--- src/shared/aio_consts.svh ---
`ifndef AIO_CONSTS_SVH
`define AIO_CONSTS_SVH

// ********************************************************************
// Clock and bus placement
// ********************************************************************
`define MCLK_PERIOD_NS 8
`define SLOT_BASE      16'hC000
`define REG_IDX_W      4

// Register indices; byte address on the bus is four times the index
`define REG_CH0        4'h0
`define REG_CH1        4'h2
`define REG_CH2        4'h4
`define REG_CH3        4'h6
`define REG_CFG        4'h8
`define REG_SEL        4'hA
`define REG_STAT       4'hC
`define REG_IACK       4'hE

// ********************************************************************
// Field layout and reset values
// ********************************************************************
`define CFG_AC_BIT     15
`define CFG_INT_BIT    14
`define CFG_TA_LSB     0
`define CFG_TA_MSB     2
`define SEL_LSB        0
`define SEL_MSB        2
`define STAT_EOC_BIT   0
`define STAT_VERR_BIT  1
`define DAC_MSB        15
`define DAC_LSB        4
`define DAC_PAD        4'h0
`define DAC_RESET      16'h0000
`define SEL_RESET      3'h1
`define TA_RESET       3'h0

// Cycle time selection codes
`define TA_CODE0       3'h0
`define TA_CODE1       3'h1
`define TA_CODE2       3'h3
`define TA_CODE3       3'h4

// ********************************************************************
// Timing
// ********************************************************************
`define CYC_TA0_NS     5700000
`define CYC_TA1_NS     2800000
`define CYC_TA2_NS     600000
`define CYC_TA3_NS     185000
`define MUX_SETTLE_NS  2000

`endif

--- src/shared/aio_pkg.sv ---
package aio_pkg;

  typedef struct packed {
    logic       auto_en;
    logic       irq_en;
    logic [2:0] cycle_sel;
  } cfg_t;

  typedef struct packed {
    logic        done;
    logic        volt_err;
    logic [15:0] data;
  } adc_ret_t;

  typedef struct packed {
    logic [1:0]       load;
    logic [1:0][15:0] value;
  } dac_cmd_t;

  typedef enum logic [1:0] {
    ST_IDLE,
    ST_SETTLE,
    ST_CONVERT,
    ST_CYC_WAIT
  } conv_state_t;

endpackage

--- src/logic/result_mem.sv ---
`timescale 1ns/1ps

module result_mem #(
  parameter int WIDTH = 16,
  parameter int DEPTH = 4,
  parameter int AW    = 2
) (
  input  wire logic             mclk,
  input  wire logic             rst_n,
  input  wire logic             we,
  input  wire logic [AW-1:0]    waddr,
  input  wire logic [WIDTH-1:0] wdata,
  input  wire logic             re,
  input  wire logic [AW-1:0]    raddr,
  output logic      [WIDTH-1:0] rdata
);

  logic [WIDTH-1:0] mem_q [DEPTH];
  logic [WIDTH-1:0] rdata_q;

  // Cleared at reset so results read as zero before any conversion
  always_ff @(posedge mclk) begin
    if (!rst_n) begin
      for (int i = 0; i < DEPTH; i++) begin
        mem_q[i] <= '0;
      end
    end else if (we) begin
      mem_q[waddr] <= wdata;
    end
  end

  always_ff @(posedge mclk) begin
    if (!rst_n) begin
      rdata_q <= '0;
    end else if (re) begin
      rdata_q <= mem_q[raddr];
    end
  end

  assign rdata = rdata_q;

endmodule // result_mem

--- src/logic/aio_regs.sv ---
`timescale 1ns/1ps
`include "aio_consts.svh"

module aio_regs #(
  parameter logic [15:0] SLOT_BASE   = `SLOT_BASE,
  parameter int unsigned CYC0_CYCLES = `CYC_TA0_NS / `MCLK_PERIOD_NS,
  parameter int unsigned CYC1_CYCLES = `CYC_TA1_NS / `MCLK_PERIOD_NS,
  parameter int unsigned CYC2_CYCLES = `CYC_TA2_NS / `MCLK_PERIOD_NS,
  parameter int unsigned CYC3_CYCLES = `CYC_TA3_NS / `MCLK_PERIOD_NS
) (
  input  wire logic             mclk,
  input  wire logic             rst_n,
  input  wire logic             psel,
  input  wire logic             penable,
  input  wire logic             pwrite,
  input  wire logic [15:0]      paddr,
  input  wire logic [31:0]      pwdata,
  output logic                  pready,
  output logic      [31:0]      prdata,
  output logic                  pslverr,
  input  aio_pkg::adc_ret_t     adc_in,
  output logic                  adc_start,
  output logic      [1:0]       adc_mux,
  output aio_pkg::dac_cmd_t     dac_out,
  output logic                  irq
);

  // ******************************************************************
  // Constants
  // ******************************************************************
  localparam int unsigned SETTLE_CYC =
    (`MUX_SETTLE_NS + `MCLK_PERIOD_NS - 1) / `MCLK_PERIOD_NS;
  localparam int TMR_W  = 20;
  localparam int SCNT_W = 12;

  // ******************************************************************
  // Functions
  // ******************************************************************
  function automatic logic addr_hit(input logic [15:0] a);
    addr_hit = (a[15:6] == SLOT_BASE[15:6]) &&
               (a[1:0] == 2'h0) && !a[2];
  endfunction

  function automatic logic [1:0] chan_num(input logic [2:0] f);
    logic [2:0] n;
    n        = f - 3'h1;
    chan_num = n[1:0];
  endfunction

  function automatic logic [TMR_W-1:0] cyc_last(input logic [2:0] ta);
    int unsigned c;
    case (ta)
      `TA_CODE0: c = CYC0_CYCLES;
      `TA_CODE1: c = CYC1_CYCLES;
      `TA_CODE2: c = CYC2_CYCLES;
      `TA_CODE3: c = CYC3_CYCLES;
      default:   c = CYC3_CYCLES;
    endcase
    cyc_last = TMR_W'(c - 1);
  endfunction

  // ******************************************************************
  // Declarations
  // ******************************************************************
  logic                       pready_q;
  logic [31:0]                prdata_q;
  logic                       pslverr_q;
  logic                       adc_start_q;
  logic [1:0]                 adc_mux_q;
  aio_pkg::dac_cmd_t          dac_q;
  logic                       irq_q;
  aio_pkg::cfg_t              cfg_q;
  logic [2:0]                 sel_q;
  logic                       eoc_q;
  logic                       verr_q;
  aio_pkg::conv_state_t       state_q;
  logic                       auto_q;
  logic [1:0]                 ch_q;
  logic [SCNT_W-1:0]          scnt_q;
  logic [TMR_W-1:0]           tmr_q;
  logic [`REG_IDX_W-1:0]      idx;
  logic                       hit;
  logic                       acc_first;
  logic                       acc_done;
  logic                       wr_ok;
  logic                       demand_go;
  logic                       conv_done;
  logic                       conv_begin;
  logic                       cycle_start;
  logic                       cycle_end;
  logic                       tmr_done;
  logic                       settle_done;
  logic [15:0]                mem_rdata;

  // ******************************************************************
  // Bus decode
  // ******************************************************************
  // One wait state: the result memory answers a cycle after setup
  assign idx       = paddr[5:2];
  assign hit       = addr_hit(paddr);
  assign acc_first = psel && penable && !pready_q;
  assign acc_done  = psel && penable && pready_q;
  assign wr_ok     = acc_done && pwrite && hit;

  always_ff @(posedge mclk) begin
    if (!rst_n) begin
      pready_q <= 1'b0;
    end else begin
      pready_q <= acc_first;
    end
  end

  always_ff @(posedge mclk) begin
    if (!rst_n) begin
      pslverr_q <= 1'b0;
    end else begin
      pslverr_q <= acc_first && !hit;
    end
  end

  always_ff @(posedge mclk) begin
    if (!rst_n) begin
      prdata_q <= 32'h0000_0000;
    end else if (acc_first) begin
      prdata_q <= 32'h0000_0000;
      if (hit && !pwrite) begin
        case (idx)
          `REG_CH0, `REG_CH1, `REG_CH2, `REG_CH3: begin
            prdata_q[15:0] <= mem_rdata;
          end
          `REG_CFG: begin
            prdata_q[`CFG_AC_BIT]              <= cfg_q.auto_en;
            prdata_q[`CFG_INT_BIT]             <= cfg_q.irq_en;
            prdata_q[`CFG_TA_MSB:`CFG_TA_LSB]  <= cfg_q.cycle_sel;
          end
          `REG_SEL: begin
            prdata_q[`SEL_MSB:`SEL_LSB] <= sel_q;
          end
          `REG_STAT: begin
            prdata_q[`STAT_EOC_BIT]  <= eoc_q;
            prdata_q[`STAT_VERR_BIT] <= verr_q;
          end
          default: begin
            prdata_q <= 32'h0000_0000;
          end
        endcase
      end
    end
  end

  // ******************************************************************
  // Result memory
  // ******************************************************************
  assign conv_done = (state_q == aio_pkg::ST_CONVERT) && adc_in.done;

  result_mem #(
    .WIDTH (16),
    .DEPTH (4),
    .AW    (2)
  ) u_results (
    .mclk  (mclk),
    .rst_n (rst_n),
    .we    (conv_done),
    .waddr (ch_q),
    .wdata (adc_in.data),
    .re    (psel && !penable),
    .raddr (paddr[4:3]),
    .rdata (mem_rdata)
  );

  // ******************************************************************
  // Configuration and channel select
  // ******************************************************************
  always_ff @(posedge mclk) begin
    if (!rst_n) begin
      cfg_q.auto_en   <= 1'b0;
      cfg_q.irq_en    <= 1'b0;
      cfg_q.cycle_sel <= `TA_RESET;
    end else if (wr_ok && idx == `REG_CFG) begin
      cfg_q.auto_en   <= pwdata[`CFG_AC_BIT];
      cfg_q.irq_en    <= pwdata[`CFG_INT_BIT];
      cfg_q.cycle_sel <= pwdata[`CFG_TA_MSB:`CFG_TA_LSB];
    end
  end

  always_ff @(posedge mclk) begin
    if (!rst_n) begin
      sel_q <= `SEL_RESET;
    end else if (wr_ok && idx == `REG_SEL) begin
      sel_q <= pwdata[`SEL_MSB:`SEL_LSB];
    end
  end

  // ******************************************************************
  // Output channels
  // ******************************************************************
  // Low nibble forced to zero so a careless host cannot add offset
  always_ff @(posedge mclk) begin
    if (!rst_n) begin
      dac_q.load  <= 2'h0;
      dac_q.value <= {`DAC_RESET, `DAC_RESET};
    end else begin
      dac_q.load <= 2'h0;
      if (wr_ok && (idx == `REG_CH0 || idx == `REG_CH1)) begin
        dac_q.load[idx[1]]  <= 1'b1;
        dac_q.value[idx[1]] <=
          {pwdata[`DAC_MSB:`DAC_LSB], `DAC_PAD};
      end
    end
  end

  // ******************************************************************
  // Conversion sequencer
  // ******************************************************************
  // A demand start while a sequence runs is dropped
  assign demand_go   = wr_ok && idx == `REG_STAT &&
                       state_q == aio_pkg::ST_IDLE && !cfg_q.auto_en;
  assign tmr_done    = tmr_q >= cyc_last(cfg_q.cycle_sel);
  assign settle_done = scnt_q == SCNT_W'(SETTLE_CYC - 1);
  assign cycle_start = cfg_q.auto_en &&
                       (state_q == aio_pkg::ST_IDLE ||
                        (state_q == aio_pkg::ST_CYC_WAIT && tmr_done));
  assign cycle_end   = conv_done && auto_q && ch_q == 2'h3;
  assign conv_begin  = demand_go || cycle_start;

  always_ff @(posedge mclk) begin
    if (!rst_n) begin
      state_q     <= aio_pkg::ST_IDLE;
      auto_q      <= 1'b0;
      ch_q        <= 2'h0;
      scnt_q      <= '0;
      adc_start_q <= 1'b0;
      adc_mux_q   <= 2'h0;
    end else begin
      adc_start_q <= 1'b0;
      case (state_q)
        aio_pkg::ST_IDLE: begin
          scnt_q <= '0;
          if (cycle_start) begin
            auto_q    <= 1'b1;
            ch_q      <= 2'h0;
            adc_mux_q <= 2'h0;
            state_q   <= aio_pkg::ST_SETTLE;
          end else if (demand_go) begin
            auto_q    <= 1'b0;
            ch_q      <= chan_num(sel_q);
            adc_mux_q <= chan_num(sel_q);
            state_q   <= aio_pkg::ST_SETTLE;
          end
        end
        aio_pkg::ST_SETTLE: begin
          scnt_q <= scnt_q + 1'b1;
          if (settle_done) begin
            adc_start_q <= 1'b1;
            state_q     <= aio_pkg::ST_CONVERT;
          end
        end
        aio_pkg::ST_CONVERT: begin
          scnt_q <= '0;
          if (adc_in.done) begin
            if (!auto_q || !cfg_q.auto_en) begin
              state_q <= aio_pkg::ST_IDLE;
            end else if (ch_q == 2'h3) begin
              state_q <= aio_pkg::ST_CYC_WAIT;
            end else begin
              ch_q      <= ch_q + 2'h1;
              adc_mux_q <= ch_q + 2'h1;
              state_q   <= aio_pkg::ST_SETTLE;
            end
          end
        end
        aio_pkg::ST_CYC_WAIT: begin
          if (!cfg_q.auto_en) begin
            state_q <= aio_pkg::ST_IDLE;
          end else if (tmr_done) begin
            ch_q      <= 2'h0;
            adc_mux_q <= 2'h0;
            state_q   <= aio_pkg::ST_SETTLE;
          end
        end
        default: begin
          state_q <= aio_pkg::ST_IDLE;
        end
      endcase
    end
  end

  // Cycle timer saturates when slots overrun the chosen cycle time
  always_ff @(posedge mclk) begin
    if (!rst_n) begin
      tmr_q <= '0;
    end else if (cycle_start) begin
      tmr_q <= '0;
    end else if (!tmr_done) begin
      tmr_q <= tmr_q + 1'b1;
    end
  end

  // ******************************************************************
  // Status and interrupt
  // ******************************************************************
  always_ff @(posedge mclk) begin
    if (!rst_n) begin
      eoc_q  <= 1'b0;
      verr_q <= 1'b0;
    end else if (conv_done) begin
      eoc_q  <= 1'b1;
      verr_q <= adc_in.volt_err;
    end else if (conv_begin) begin
      eoc_q  <= 1'b0;
      verr_q <= 1'b0;
    end
  end

  // Raise wins over an acknowledge in the same cycle
  always_ff @(posedge mclk) begin
    if (!rst_n) begin
      irq_q <= 1'b0;
    end else if (cycle_end && cfg_q.irq_en) begin
      irq_q <= 1'b1;
    end else if (wr_ok && idx == `REG_IACK) begin
      irq_q <= 1'b0;
    end
  end

  // ******************************************************************
  // Outputs
  // ******************************************************************
  assign pready    = pready_q;
  assign prdata    = prdata_q;
  assign pslverr   = pslverr_q;
  assign adc_start = adc_start_q;
  assign adc_mux   = adc_mux_q;
  assign dac_out   = dac_q;
  assign irq       = irq_q;

endmodule // aio_regs

--- config.mk ---
export PLATFORM = sky130hd
export DESIGN_NAME = aio_regs
export DESIGN_NICKNAME = d
export VERILOG_FILES = /design/src/shared/aio_pkg.sv /design/src/logic/result_mem.sv /design/src/logic/aio_regs.sv
export VERILOG_INCLUDE_DIRS = /design/src /design/src/shared
export SDC_FILE = /design/constraint.sdc
export NUM_CORES = 1
export LEC_CHECK = 0
export BUFFER_PORTS_ARGS = -buffer_cell sky130_fd_sc_hd__clkbuf_2
export CORE_MARGIN = 2
export CORE_UTILIZATION = 43
export DETAILED_ROUTE_END_ITERATION = 12
export PLACE_DENSITY = 0.77
export RECOVER_POWER = 50
export SLEW_MARGIN = 30
export SYNTH_ARGS = -nofsm -noshare
export SYNTH_HDL_FRONTEND = slang
export SYNTH_SLANG_ARGS = --single-unit
--- constraint.sdc ---
create_clock -name mclk -period 2.8 [get_ports mclk]
set_clock_uncertainty 0.1 [all_clocks]
set_input_delay 0.14 -clock mclk [delete_from_list [all_inputs] [get_ports mclk]]
set_output_delay 0.14 -clock mclk [all_outputs]
set_load 0.005 [all_outputs]
==> impl_summary.md, run 1 <==
Yosys
In the synthesized netlist the dominant register cell turns out to be sky130_fd_sc_hd__dfxtp_1. The synthesized design contains 173 register bits. The distinct cell type count after synthesis is 59. In this run the mean area of a mapped cell was 10.2 µm². The synthesis warning total is 0. The number of flops mapped to enable cells by yosys is 64. In this run the cell area of the synthesized design comes to 8040 µm². The fraction of the yosys area taken by sequential cells is 51.0%. For this run, asynchronously set or reset flops after synthesis account for 0%. Synthesis produced 788 cells.

Setup path
The sort of element at the start of the critical path is a flip-flop. The worst register-to-register path ends at tmr_q[9]. In this run the worst path has a maximum fanout of 6. Tracing the worst setup path back leads to its startpoint at cfg_q[2]. The arrival time at the worst endpoint is 3.17 ns.

At the worst endpoint, the required time is 3.02 ns. The critical path is of the flip-flop to flip-flop type. The startpoint of the worst-slack reg-to-reg timing path is cfg_q[2]. The reg-to-reg setup timing slack is -0.15 ns. The worst reg-to-reg path cell count is 8. The endpoint class of the critical path is a flip-flop.

Final layout
Of the cells placed in the final design, the portion with a size suffix greater than 1 is 19.5%. The final layout contains 1043 nets. The count of filler cells inserted in the layout is 1581. The finished layout holds 1195 standard cells, fillers aside. Cells fill 53.6% of the core in the end. The area of all placed cells without fillers is 9920 µm². The layout overhead on the synthesized area is 23.3%.

Placed design
The HPWL after detailed placement is 12600 µm. The count of buffers inserted at the top-level ports is 101. The pre-CTS setup slack is -0.146 ns. The final estimated routing congestion in global placement is 0.852. Once placement completed, the tool counted placed cells totaling 1119. The placed standard-cell area is 8900 µm².

Clocking
The maximum level of the CTS H-tree is 4. The cell sitting at the root of the clock tree is a sky130_fd_sc_hd__clkbuf_16. The longest clock path from root to sink contains 2 buffers. The source-to-sink clock delay at the later pin of the worst-skew pair is 0.43 ns. The clock net sink count is 173. In this run, CTS created clock tree buffers numbering 17. TritonCTS built the clock tree.

The clock-pin slew on the worst setup and hold paths is 0.07 ns.

Pwr
The power per standard cell area is 543 nW/µm². VDD sags by at most 0.000411 V. For this design the static power due to leakage is 0.00397 µW.

STA
The count of final max-slew check failures was 0. Hold is met by 0.0482 ns. Of the available clock period, the critical path in the final layout requires 105%. For this run, the top clock speed supported by timing is 339 MHz.

The hold violation total from the final report was 0. The final worst setup slack is -0.149 ns. The worst slew margin relative to its limit is 39.7%. Setup repair after global routing could not meet its margin everywhere. At the pin with the least slew margin, the transition time is 0.904 ns. Setup violations remaining at the end of the flow were counted as 23. The shortest clock period the worst path allows after layout is 2.95 ns.

Route
The violation count after the first detailed-routing iteration is 459. Dividing the detail-routed wire length by the instance count gives 16.7 µm. The average vias per placed instance is 5.42. Detailed routing inserted a total of 6472 vias. The detailed-route DRC error count is 0. For this block, the routed nets add up to 20000 µm of wire. The detail route stage leaves a number of antenna-violating nets equal to 0. The count of TritonRoute iterations in the first routing pass is 6.

Hold path
The number of cells on the worst hold path is 4. In this run the worst hold path is classified as input port to flip-flop. In this run the most critical hold path is launched from penable. The worst min-delay path endpoint is u_results.rdata[11].

Floorplanning
The die is 141 µm tall. The width of the die is 141 µm. The number of standard-cell rows in the floorplan is 50. The I/O pin total is 143. The core box area is 18500 µm². The die outline area is 19800 µm².

For this configuration, the core starts out at a cell density of 43.4%.

Global route
After global routing the overflow that remains totals 0. The wire length of the first global-routing pass is 31400 µm. The total routing resource utilization after global routing is 19.9%. The number of global-route vias before repair is 6271. The maximum number of pins on one net before global-route repair is 70. The initial antenna violation count is 3.

Outcome
The checks that failed: negative setup slack. The flow ran to the end, but the final reports show violations.

Run
The max-capacitance violation count is 0.
layer usage:
layer	vias up	part of all wire, %	routed length (µm)	track usage [%]
met5	-	0.065	13	0
met2	231	52	10500	35.9
li1	3084	-	-	-
met1	3110	40	7980	23.0
met3	45	5.1	1020	3.77
met4	2	2.5	497	9.00
worst max-delay path, cell delays in order (launching register included):
cell	delay (ns)
sky130_fd_sc_hd__dfxtp_4	0.35
sky130_fd_sc_hd__or3_4	0.43
sky130_fd_sc_hd__ha_1	0.32
sky130_fd_sc_hd__nand4_1	0.14
sky130_fd_sc_hd__or4_4	0.55
sky130_fd_sc_hd__o22a_4	0.30
sky130_fd_sc_hd__and3_4	0.19
sky130_fd_sc_hd__and3_2	0.20
sky130_fd_sc_hd__a221o_1	0.26
stage by stage:
stage                     setup TNS [ns]  power (µW)
after global placement            -0.907        3010
final                              -2.45        5390
after detailed placement           -1.73        3010
after global routing               -4.32        5540
after floorplan                    -1.66        2920
after CTS                          -1.04        5400
report_power, final:
| group | internal [µW] | total (µW) | switching [µW] |
|---|---|---|---|
| clock network | 1280 | 2370 | 1100 |
| registers | 2650 | 2680 | 25.0 |
| logic | 145 | 335 | 190 |
| total | 4070 | 5390 | 1310 |
what timing repair did:
item,4_1_cts,5_1_grt
pin swaps,5,1
endpoints found under the setup margin,22,24
setup buffers,2,1
hold buffers,35,0
cloned,4,0
endpoints found under the hold margin,100,0
resized for setup,10,8
cells by family (layout without fill, tap and decap cells):
logic type / Yosys count / in the layout / synth area share, %
AO/OA/AOI/OAI: 121 / 121 / 9.86
adder cells (fa/ha/maj): 26 / 26 / 4.04
multiplexers: 39 / 39 / 7.36
flip-flops: 173 / 173 / 51.0
AND/OR/NAND/NOR: 340 / 344 / 21.2
other: 1 / 26 / 0.0466
XOR/XNOR: 10 / 10 / 1.09
buffers and inverters: 78 / 222 / 5.34
Yosys cell counts (3+ instances only):
cell type | n | area share, %
sky130_fd_sc_hd__xnor2_1 | 3 | 0.33
sky130_fd_sc_hd__nor2_1 | 71 | 3.3
sky130_fd_sc_hd__a211o_1 | 10 | 1.1
sky130_fd_sc_hd__and3_2 | 7 | 0.65
sky130_fd_sc_hd__nand3_1 | 18 | 1.1
sky130_fd_sc_hd__a22oi_1 | 14 | 1.3
sky130_fd_sc_hd__nor2b_1 | 8 | 0.62
sky130_fd_sc_hd__and2_1 | 70 | 5.4
sky130_fd_sc_hd__buf_2 | 5 | 0.31
sky130_fd_sc_hd__ha_1 | 26 | 4.0
sky130_fd_sc_hd__mux4_2 | 16 | 4.5
sky130_fd_sc_hd__or3_1 | 5 | 0.39
sky130_fd_sc_hd__buf_4 | 24 | 2.2
sky130_fd_sc_hd__nor4_1 | 4 | 0.31
sky130_fd_sc_hd__buf_1 | 3 | 0.14
sky130_fd_sc_hd__edfxtp_1 | 64 | 24
sky130_fd_sc_hd__nand4_1 | 12 | 0.93
sky130_fd_sc_hd__dfxtp_1 | 109 | 27
sky130_fd_sc_hd__and3_1 | 12 | 0.93
sky130_fd_sc_hd__a21oi_1 | 53 | 3.3
sky130_fd_sc_hd__nand2b_1 | 7 | 0.54
sky130_fd_sc_hd__xor2_1 | 7 | 0.76
sky130_fd_sc_hd__a21o_1 | 4 | 0.37
sky130_fd_sc_hd__nand2_1 | 95 | 4.4
sky130_fd_sc_hd__nor3_1 | 16 | 1.0
sky130_fd_sc_hd__a221o_1 | 4 | 0.50
sky130_fd_sc_hd__buf_6 | 4 | 0.56
sky130_fd_sc_hd__o21ai_0 | 13 | 0.81
sky130_fd_sc_hd__and4_1 | 3 | 0.33
sky130_fd_sc_hd__a31oi_1 | 3 | 0.23
sky130_fd_sc_hd__nor3b_1 | 3 | 0.28
sky130_fd_sc_hd__a211oi_1 | 3 | 0.28
sky130_fd_sc_hd__clkbuf_1 | 26 | 1.2
sky130_fd_sc_hd__mux2i_1 | 22 | 2.7
sky130_fd_sc_hd__inv_1 | 14 | 0.65
layout by cell type, fill, tap and decap left out, drive strengths merged, types with 3 or more instances in the layout:
cell type    synthesis  layout
nand2b               7       7
nand2               95      95
mux2i               22      22
buf                 36      33
xnor2                3       3
dfxtp              109     109
conb                 1      24
a21o                 4       4
clkinv               0       3
a21oi               53      53
edfxtp              64      64
nor3b                3       3
a221o                4       4
nor2b                8       8
and2                70      70
nand4               12      12
xor2                 7       7
nor2                71      71
nor4                 4       4
inv                 15      25
and3                20      24
ha                  26      26
nor3                16      16
or3                  5       5
mux4                16      16
a211o               10      10
dlygate4sd3          0      35
a31oi                3       3
a22oi               14      14
o21ai               13      13
nand3               18      18
a211oi               3       3
clkbuf              27     125
and4                 3       3
how the worst max path moves through the flow:
stage | to | slack (ns) | depth (start not counted)
detailed placement | tmr_q[9] | -0.15 | 11
global placement | tmr_q[9] | -0.1 | 12
CTS | tmr_q[2] | -0.09 | 12
global route | tmr_q[9] | -0.23 | 8
floorplan | tmr_q[0] | -0.11 | 14
finish | tmr_q[9] | -0.15 | 8
flip-flops by register name, indices dropped and copies added, names as in the netlist, 2 cells and up:
signal	cells
prdata	16
u_results.rdata	16
ch_q	2
u_results.mem_q	64
tmr_q	20
scnt_q	12
sel_q	3
dac_out	26
state_q	2
cfg_q	5
final cells by class:
cell class	count	area, µm²	share of cell area (%)
Tap cell	234	293	2.95
Sequential cell	173	4110	41.4
Antenna cell	2	5.00	0.0505
Timing Repair Buffer	175	1110	11.2
Multi-Input combinational cell	564	3750	37.8
Inverter	15	58.8	0.593
Clock buffer	18	429	4.33
Clock inverter	14	160	1.61
Power figures use the tool's default switching activity.
==> inputs of run 2 (changes only) <==
PLACE_DENSITY = 0.74   (was 0.77)
clock period = 2.9 ns   (was 2.8 ns; I/O delays follow)
==> impl_summary.md, run 2 (same netlist as run 1, synthesis figures left out) <==
Outcome
The flow ran to the end, but the final reports show violations. The checks that failed: negative setup slack.

Final layout
The final design utilization is 54.3% (+0.76 points). Ranked by flip-flop count, first place goes to u_results.mem_q. The flip-flop count of the largest register after layout is 64 (unchanged). In the layout the commonest cells are 108 x sky130_fd_sc_hd__dfxtp_1, 94 x sky130_fd_sc_hd__nand2_1, 70 x sky130_fd_sc_hd__clkbuf_2. The layout overhead on the synthesized area is 25.1%. The proportion of layout cells with a drive suffix above 1 is 21.0% (+1.5 points). The number of nets at the end of the flow is 1045 (+0.19%). The post-route non-filler standard cell count came to 1196 (+0.084%).

The library cell used most frequently in the layout, excluding fill and tap cells, is sky130_fd_sc_hd__dfxtp_1.

Route
The count of TritonRoute iterations in the first routing pass was 5 (-1). The number of vias in the routed layout came to 6386 (-1.3%). The final wirelength was 19900 µm (-0.45%). The detailed-route DRC error count is 0 (unchanged). The remaining antenna violation count after routing is 0 (unchanged). The average vias per placed instance was 5.34 (-1.4%).

The routed length per instance is 16.7 µm (-0.54%). The violation count after the first detailed-routing iteration is 379 (-17%).

Pwr
The power per standard cell area is 510 nW/µm² (-6.2%). The worst IR drop on VDD is 0.000391 V (-4.9%). The leakage power total was 0.00399 µW (+0.40%).

The total power is 5130 µW (-4.8%).

Setup path
The largest driver fanout on the critical path is 7 (+1). The endpoint class of the critical path is a flip-flop. STA classifies the critical path startpoint as a flip-flop.

The arrival time at the worst endpoint is 3.19 ns (+0.02 ns). The type of the worst setup path is flip-flop to flip-flop. The required time of the worst setup path was 3.11 ns (+0.09 ns).

Placed design
The placed cell count came to 1113 (-0.54%). The final estimated routing congestion in global placement is 0.833 (-2.3%). The pre-CTS setup slack is -0.0678 ns (+0.0780 ns). The count of buffers inserted at the top-level ports came to 101 (unchanged). The HPWL after detailed placement is 12200 µm (-2.6%).

Global route
The maximum number of pins on one net before global-route repair is 70 (unchanged). The total routing resource utilization after global routing is 19.2% (-0.77 points). The wire length of the first global-routing pass is 30400 µm (-3.5%). The number of global-route vias before repair is 6056 (-3.4%). The initial antenna violation count is 1 (-2). The remaining global-route overflow was 0 (unchanged).

Floorplanning
The number of standard-cell rows in the floorplan is 50 (unchanged). The starting utilization of the core area was 43.4% (unchanged). The core box area came to 18500 µm² (unchanged). The I/O pin total is 143 (unchanged). The height of the die was 141 µm (unchanged). The width of the die came to 141 µm (unchanged). The die outline area was 19800 µm² (unchanged).

Hold path
In this run the worst hold path is classified as input port to flip-flop.

STA
The accumulated negative setup slack came to -0.762 ns (+1.69 ns). The top achievable clock speed was 336 MHz (-1.0%). Setup repair after global routing could not meet its margin everywhere. The shortest clock period the worst path allows after layout is 2.98 ns (+0.0303 ns). The count of final max-slew check failures was 0 (unchanged). The final number of setup-violating endpoints is 17 (-26%). The final worst setup slack is -0.0795 ns (+0.0697 ns). The share of the clock period used by the worst path is 103% (-2.6 points).

The hold violation total from the final report came to 0 (unchanged). The pin slew with the least headroom to its limit is 1.36 ns (+0.455 ns). The worst slew margin relative to its limit came to 9.40% (-30 points).

Clocking
The clock-pin slew on the worst setup and hold paths came to 0.07 ns (about the same). The cell sitting at the root of the clock tree is a sky130_fd_sc_hd__clkbuf_16. The clock net sink count is 173 (unchanged).

The number of buffers created by CTS is 17 (unchanged). The source-to-sink clock delay at the later pin of the worst-skew pair is 0.43 ns (about the same). TritonCTS built the clock tree. The maximum buffer depth of the clock tree is 2 (unchanged). The maximum level of the CTS H-tree is 4 (unchanged).

Run
The max-capacitance violation count is 0 (unchanged).
==> run 2: changes by cell type in the layout (fill, tap and decap cells not counted), sizes merged <==
cell      delta
clkinvlp     +3
inv          -5
diode        -1
clkinv       +1
clkbuf       +1
and3         +2
==> run 2: final timing paths <==
| check | startpoint | end | slack [ns] | cells after the start |
|---|---|---|---|---|
| worst max-delay path | cfg_q[2] | tmr_q[13] | -0.08 | 12 |
| worst min-delay path | penable | u_results.rdata[10] | 0.05 | 4 |
| worst max register to register | cfg_q[2] | tmr_q[13] | -0.08 | 12 |
| worst min register to register | dac_out[15] | dac_out[15] | 0.35 | 2 |
==> run 2: metal layers <==
| layer | wire [µm] | share of wire [%] | GRT usage, % |
|---|---|---|---|
| met4 | 440 | 2.2 | 6.63 |
| met1 | 8520 | 43 | 23.8 |
| met5 | 0 | 0 | 0 |
| met3 | 923 | 4.6 | 3.33 |
| met2 | 10000 | 50 | 33.7 |
==> run 2: through the flow <==
stage | hold slack (ns) | instance area [µm²]
CTS | 0.0364 | 9860
global placement | 0.292 | 8850
finish | 0.0461 | 10100
global route | 0.0777 | 10100
floorplan | 0.171 | 8170
detailed placement | 0.294 | 8850
==> run 2: final cells by class <==
class                   count  area (µm²)
flip-flops and latches    173        4110
multi-input cells         566        3880
diodes                      1        2.50
fillers                  1592        8460
clock buffers              19         443
repair buffers            175        1150
inverters                  15        61.3
well taps                 234         293
clock inverters            13         130
==> run 2: worst max-delay path, stage by stage (launching register included) <==
cell	delay, ns
sky130_fd_sc_hd__dfxtp_4	0.35
sky130_fd_sc_hd__or3_4	0.42
sky130_fd_sc_hd__inv_4	0.08
sky130_fd_sc_hd__nor2_4	0.05
sky130_fd_sc_hd__inv_2	0.08
sky130_fd_sc_hd__ha_4	0.19
sky130_fd_sc_hd__nand2b_4	0.13
sky130_fd_sc_hd__a2111o_1	0.40
sky130_fd_sc_hd__a21oi_2	0.18
sky130_fd_sc_hd__o22a_4	0.23
sky130_fd_sc_hd__nand2_4	0.09
sky130_fd_sc_hd__and3_4	0.21
sky130_fd_sc_hd__a221o_1	0.36
==> run 2: power breakdown <==
part	internal, µW	switching (µW)	total [µW]
logic	144	182	326
registers	2560	24.7	2590
clock network	1220	989	2210
==> run 2: what timing repair did <==
item,in CTS,in global routing
buffers inserted,2,6
hold buffers,35,0
pin swaps,6,9
gates cloned,3,4
gates resized for setup,8,33
endpoints found under the setup margin,17,25
endpoints found under the hold margin,100,0
==> inputs of run 3 (changes only) <==
RECOVER_POWER = default   (was 50)
==> impl_summary.md, run 3 (same netlist as run 1, synthesis figures left out) <==
Outcome
The run finished, with violations left. The checks that failed: negative setup slack.

Setup path
The required time of the worst setup path is 3.11 ns (about the same). STA classifies the critical path endpoint as a flip-flop. The setup path with the least slack is of type flip-flop to flip-flop. The critical path goes through or3_4 -> inv_4 -> nor2_4 -> inv_2 -> ha_4 -> nand2b_4 -> a2111o_1 -> a21oi_2 -> o22a_4 -> nand2_4 -> and3_4 -> a221o_1.

The largest driver fanout on the critical path is 7 (unchanged). The worst setup path is launched from a flip-flop. The maximum cell stage delay along the critical path is 0.42 ns (about the same). The arrival time at the worst endpoint is 3.20 ns (about the same). The slowest cell on the critical path is sky130_fd_sc_hd__or3_4.

Floorplanning
The width of the die came to 141 µm (unchanged). The height of the die came to 141 µm (unchanged). The core box area was 18500 µm² (unchanged).

The I/O pin total is 143 (unchanged). The die outline area is 19800 µm² (unchanged). The starting utilization of the core area is 43.4% (unchanged). The number of standard-cell rows in the floorplan is 50 (unchanged).

Final layout
The flip-flop count of the largest register after layout came to 64 (unchanged). The layout overhead on the synthesized area is 25.8%. Leaving out fill and tap cells, the most frequent cells in the layout are 108 x sky130_fd_sc_hd__dfxtp_1, 101 x sky130_fd_sc_hd__clkbuf_2, 94 x sky130_fd_sc_hd__nand2_1. The proportion of layout cells with a drive suffix above 1 is 24.9% (+3.9 points). The register with the most flip-flops in the final layout is u_results.mem_q. The most common cell after layout, fill and taps aside is sky130_fd_sc_hd__dfxtp_1.

The number of nets at the end of the flow came to 1045 (unchanged). The final design utilization came to 54.6% (+0.31 points).

Clocking
The number of buffers created by CTS is 17 (unchanged). The maximum level of the CTS H-tree is 4 (unchanged). The maximum buffer depth of the clock tree is 2 (unchanged). The master cell of the clock root buffer is sky130_fd_sc_hd__clkbuf_16. The source-to-sink clock delay at the later pin of the worst-skew pair is 0.43 ns (about the same). The clock-pin slew on the worst setup and hold paths is 0.07 ns (about the same).

The CTS tree is built. The clock net sink count was 173 (unchanged).

Route
The number of vias in the routed layout was 6445 (+0.92%). The count of TritonRoute iterations in the first routing pass is 5 (unchanged). The routed wire length on met3 is 930 µm (+0.76%). The average vias per placed instance is 5.39 (+0.92%). The detailed-route DRC error count is 0 (unchanged). The routed wire length on met2 is 10100 µm (+0.34%). The violation count after the first detailed-routing iteration is 430 (+13%). The wire length the detailed router placed on met1 is 8510 µm (-0.12%). The routed length per instance is 16.7 µm (+0.10%). The remaining antenna violation count after routing is 0 (unchanged). The final wirelength was 19900 µm (+0.10%).

The top routing layer in use is met4.

STA
The final number of setup-violating endpoints is 17 (unchanged). The share of the clock period used by the worst path came to 103% (+0.12 points). Setup repair after global routing could not meet its margin everywhere. The pin slew with the least headroom to its limit is 1.10 ns (-0.262 ns). The hold violation total from the final report is 0 (unchanged). The shortest clock period the worst path allows after layout came to 2.98 ns (+0.00359 ns). The final worst setup slack was -0.0831 ns (-0.00359 ns). The worst slew margin relative to its limit is 26.9% (+17 points). The count of final max-slew check failures came to 0 (unchanged).

The top achievable clock speed is 335 MHz (-0.12%).

Global route
The initial antenna violation count was 1 (unchanged). The total routing resource utilization after global routing was 19.2% (unchanged). The remaining global-route overflow is 0 (unchanged). The maximum number of pins on one net before global-route repair is 70 (unchanged).

The number of global-route vias before repair is 6056 (unchanged). The wire length of the first global-routing pass is 30400 µm (unchanged).

Pwr
The worst IR drop on VDD was 0.000407 V (+4.0%). The total power is 5130 µW (about the same). The leakage power total is 0.00414 µW (+3.7%). The power per standard cell area is 507 nW/µm² (-0.48%).

Hold path
The class of the tightest hold or removal check is input port to flip-flop.

Placed design
The final estimated routing congestion in global placement came to 0.833 (unchanged). The HPWL after detailed placement is 12200 µm (unchanged). The count of buffers inserted at the top-level ports is 101 (unchanged).

Run
The max-capacitance violation count is 0 (unchanged).
[run 3: cell types whose count changed in the layout (fill, tap and decap cells not counted), sizes merged]
cell    delta
buf        +5
clkbuf     -5
[run 3: repair_timing]
item / in CTS / in global routing
setup endpoints to repair: 17 / 25
endpoints found under the hold margin: 100 / 0
cloned: 3 / 4
buffers inserted: 2 / 6
resized for setup: 8 / 33
hold buffers: 35 / 0
pin swaps: 6 / 9
[run 3: worst paths after layout]
path | cells past startpoint | end | slack, ns | from
max | 12 | tmr_q[13] | -0.08 | cfg_q[2]
min | 4 | u_results.rdata[10] | 0.05 | penable
max reg2reg | 12 | tmr_q[13] | -0.08 | cfg_q[2]
min reg2reg | 2 | u_results.rdata[2] | 0.35 | u_results.rdata[2]
[run 3: cell type report]
class,instances,area [µm²]
antenna,1,2.50
clock buffer,19,443
clock inverter,13,130
fill,1567,8400
inverter,15,61.3
multi-input combinational,566,3880
sequential,173,4110
tap,234,293
timing repair buffer,175,1200
[run 3: through the flow]
step	cell area, µm²	hold slack, ns	setup WS [ns]	setup TNS [ns]	instances
after floorplan	8170	0.171	-0.0140	-0.0921	811
after detailed placement	8850	0.294	-0.0678	-0.508	1113
after global routing	10100	0.0777	-0.147	-1.95	1196
after CTS	9860	0.0364	-0.00777	-0.0281	1185
final	10100	0.0450	-0.0831	-0.813	1196
after global placement	8850	0.292	-0.0226	-0.0226	1113
[run 3: critical path: cells and delay by family (launching register included)]
| kind | cells | cell delay (ns) |
|---|---|---|
| AO/OA/AOI/OAI | 4 | 1.17 |
| buffers and inverters | 2 | 0.16 |
| flip-flops | 1 | 0.35 |
| AND/OR/NAND/NOR | 5 | 0.90 |
| adder cells (fa/ha/maj) | 1 | 0.19 |
[run 3: power breakdown]
group / internal (µW) / switching, µW
Sequential: 2560 / 24.5
Clock: 1220 / 991
Combinational: 147 / 182
Total: 3930 / 1200
[run 3: metal layers]
metal | vias to the layer above | track usage, %
met4 | 0 | 6.63
met2 | 195 | 33.7
met5 | - | 0
met1 | 3120 | 23.8
met3 | 38 | 3.33
li1 | 3092 | -
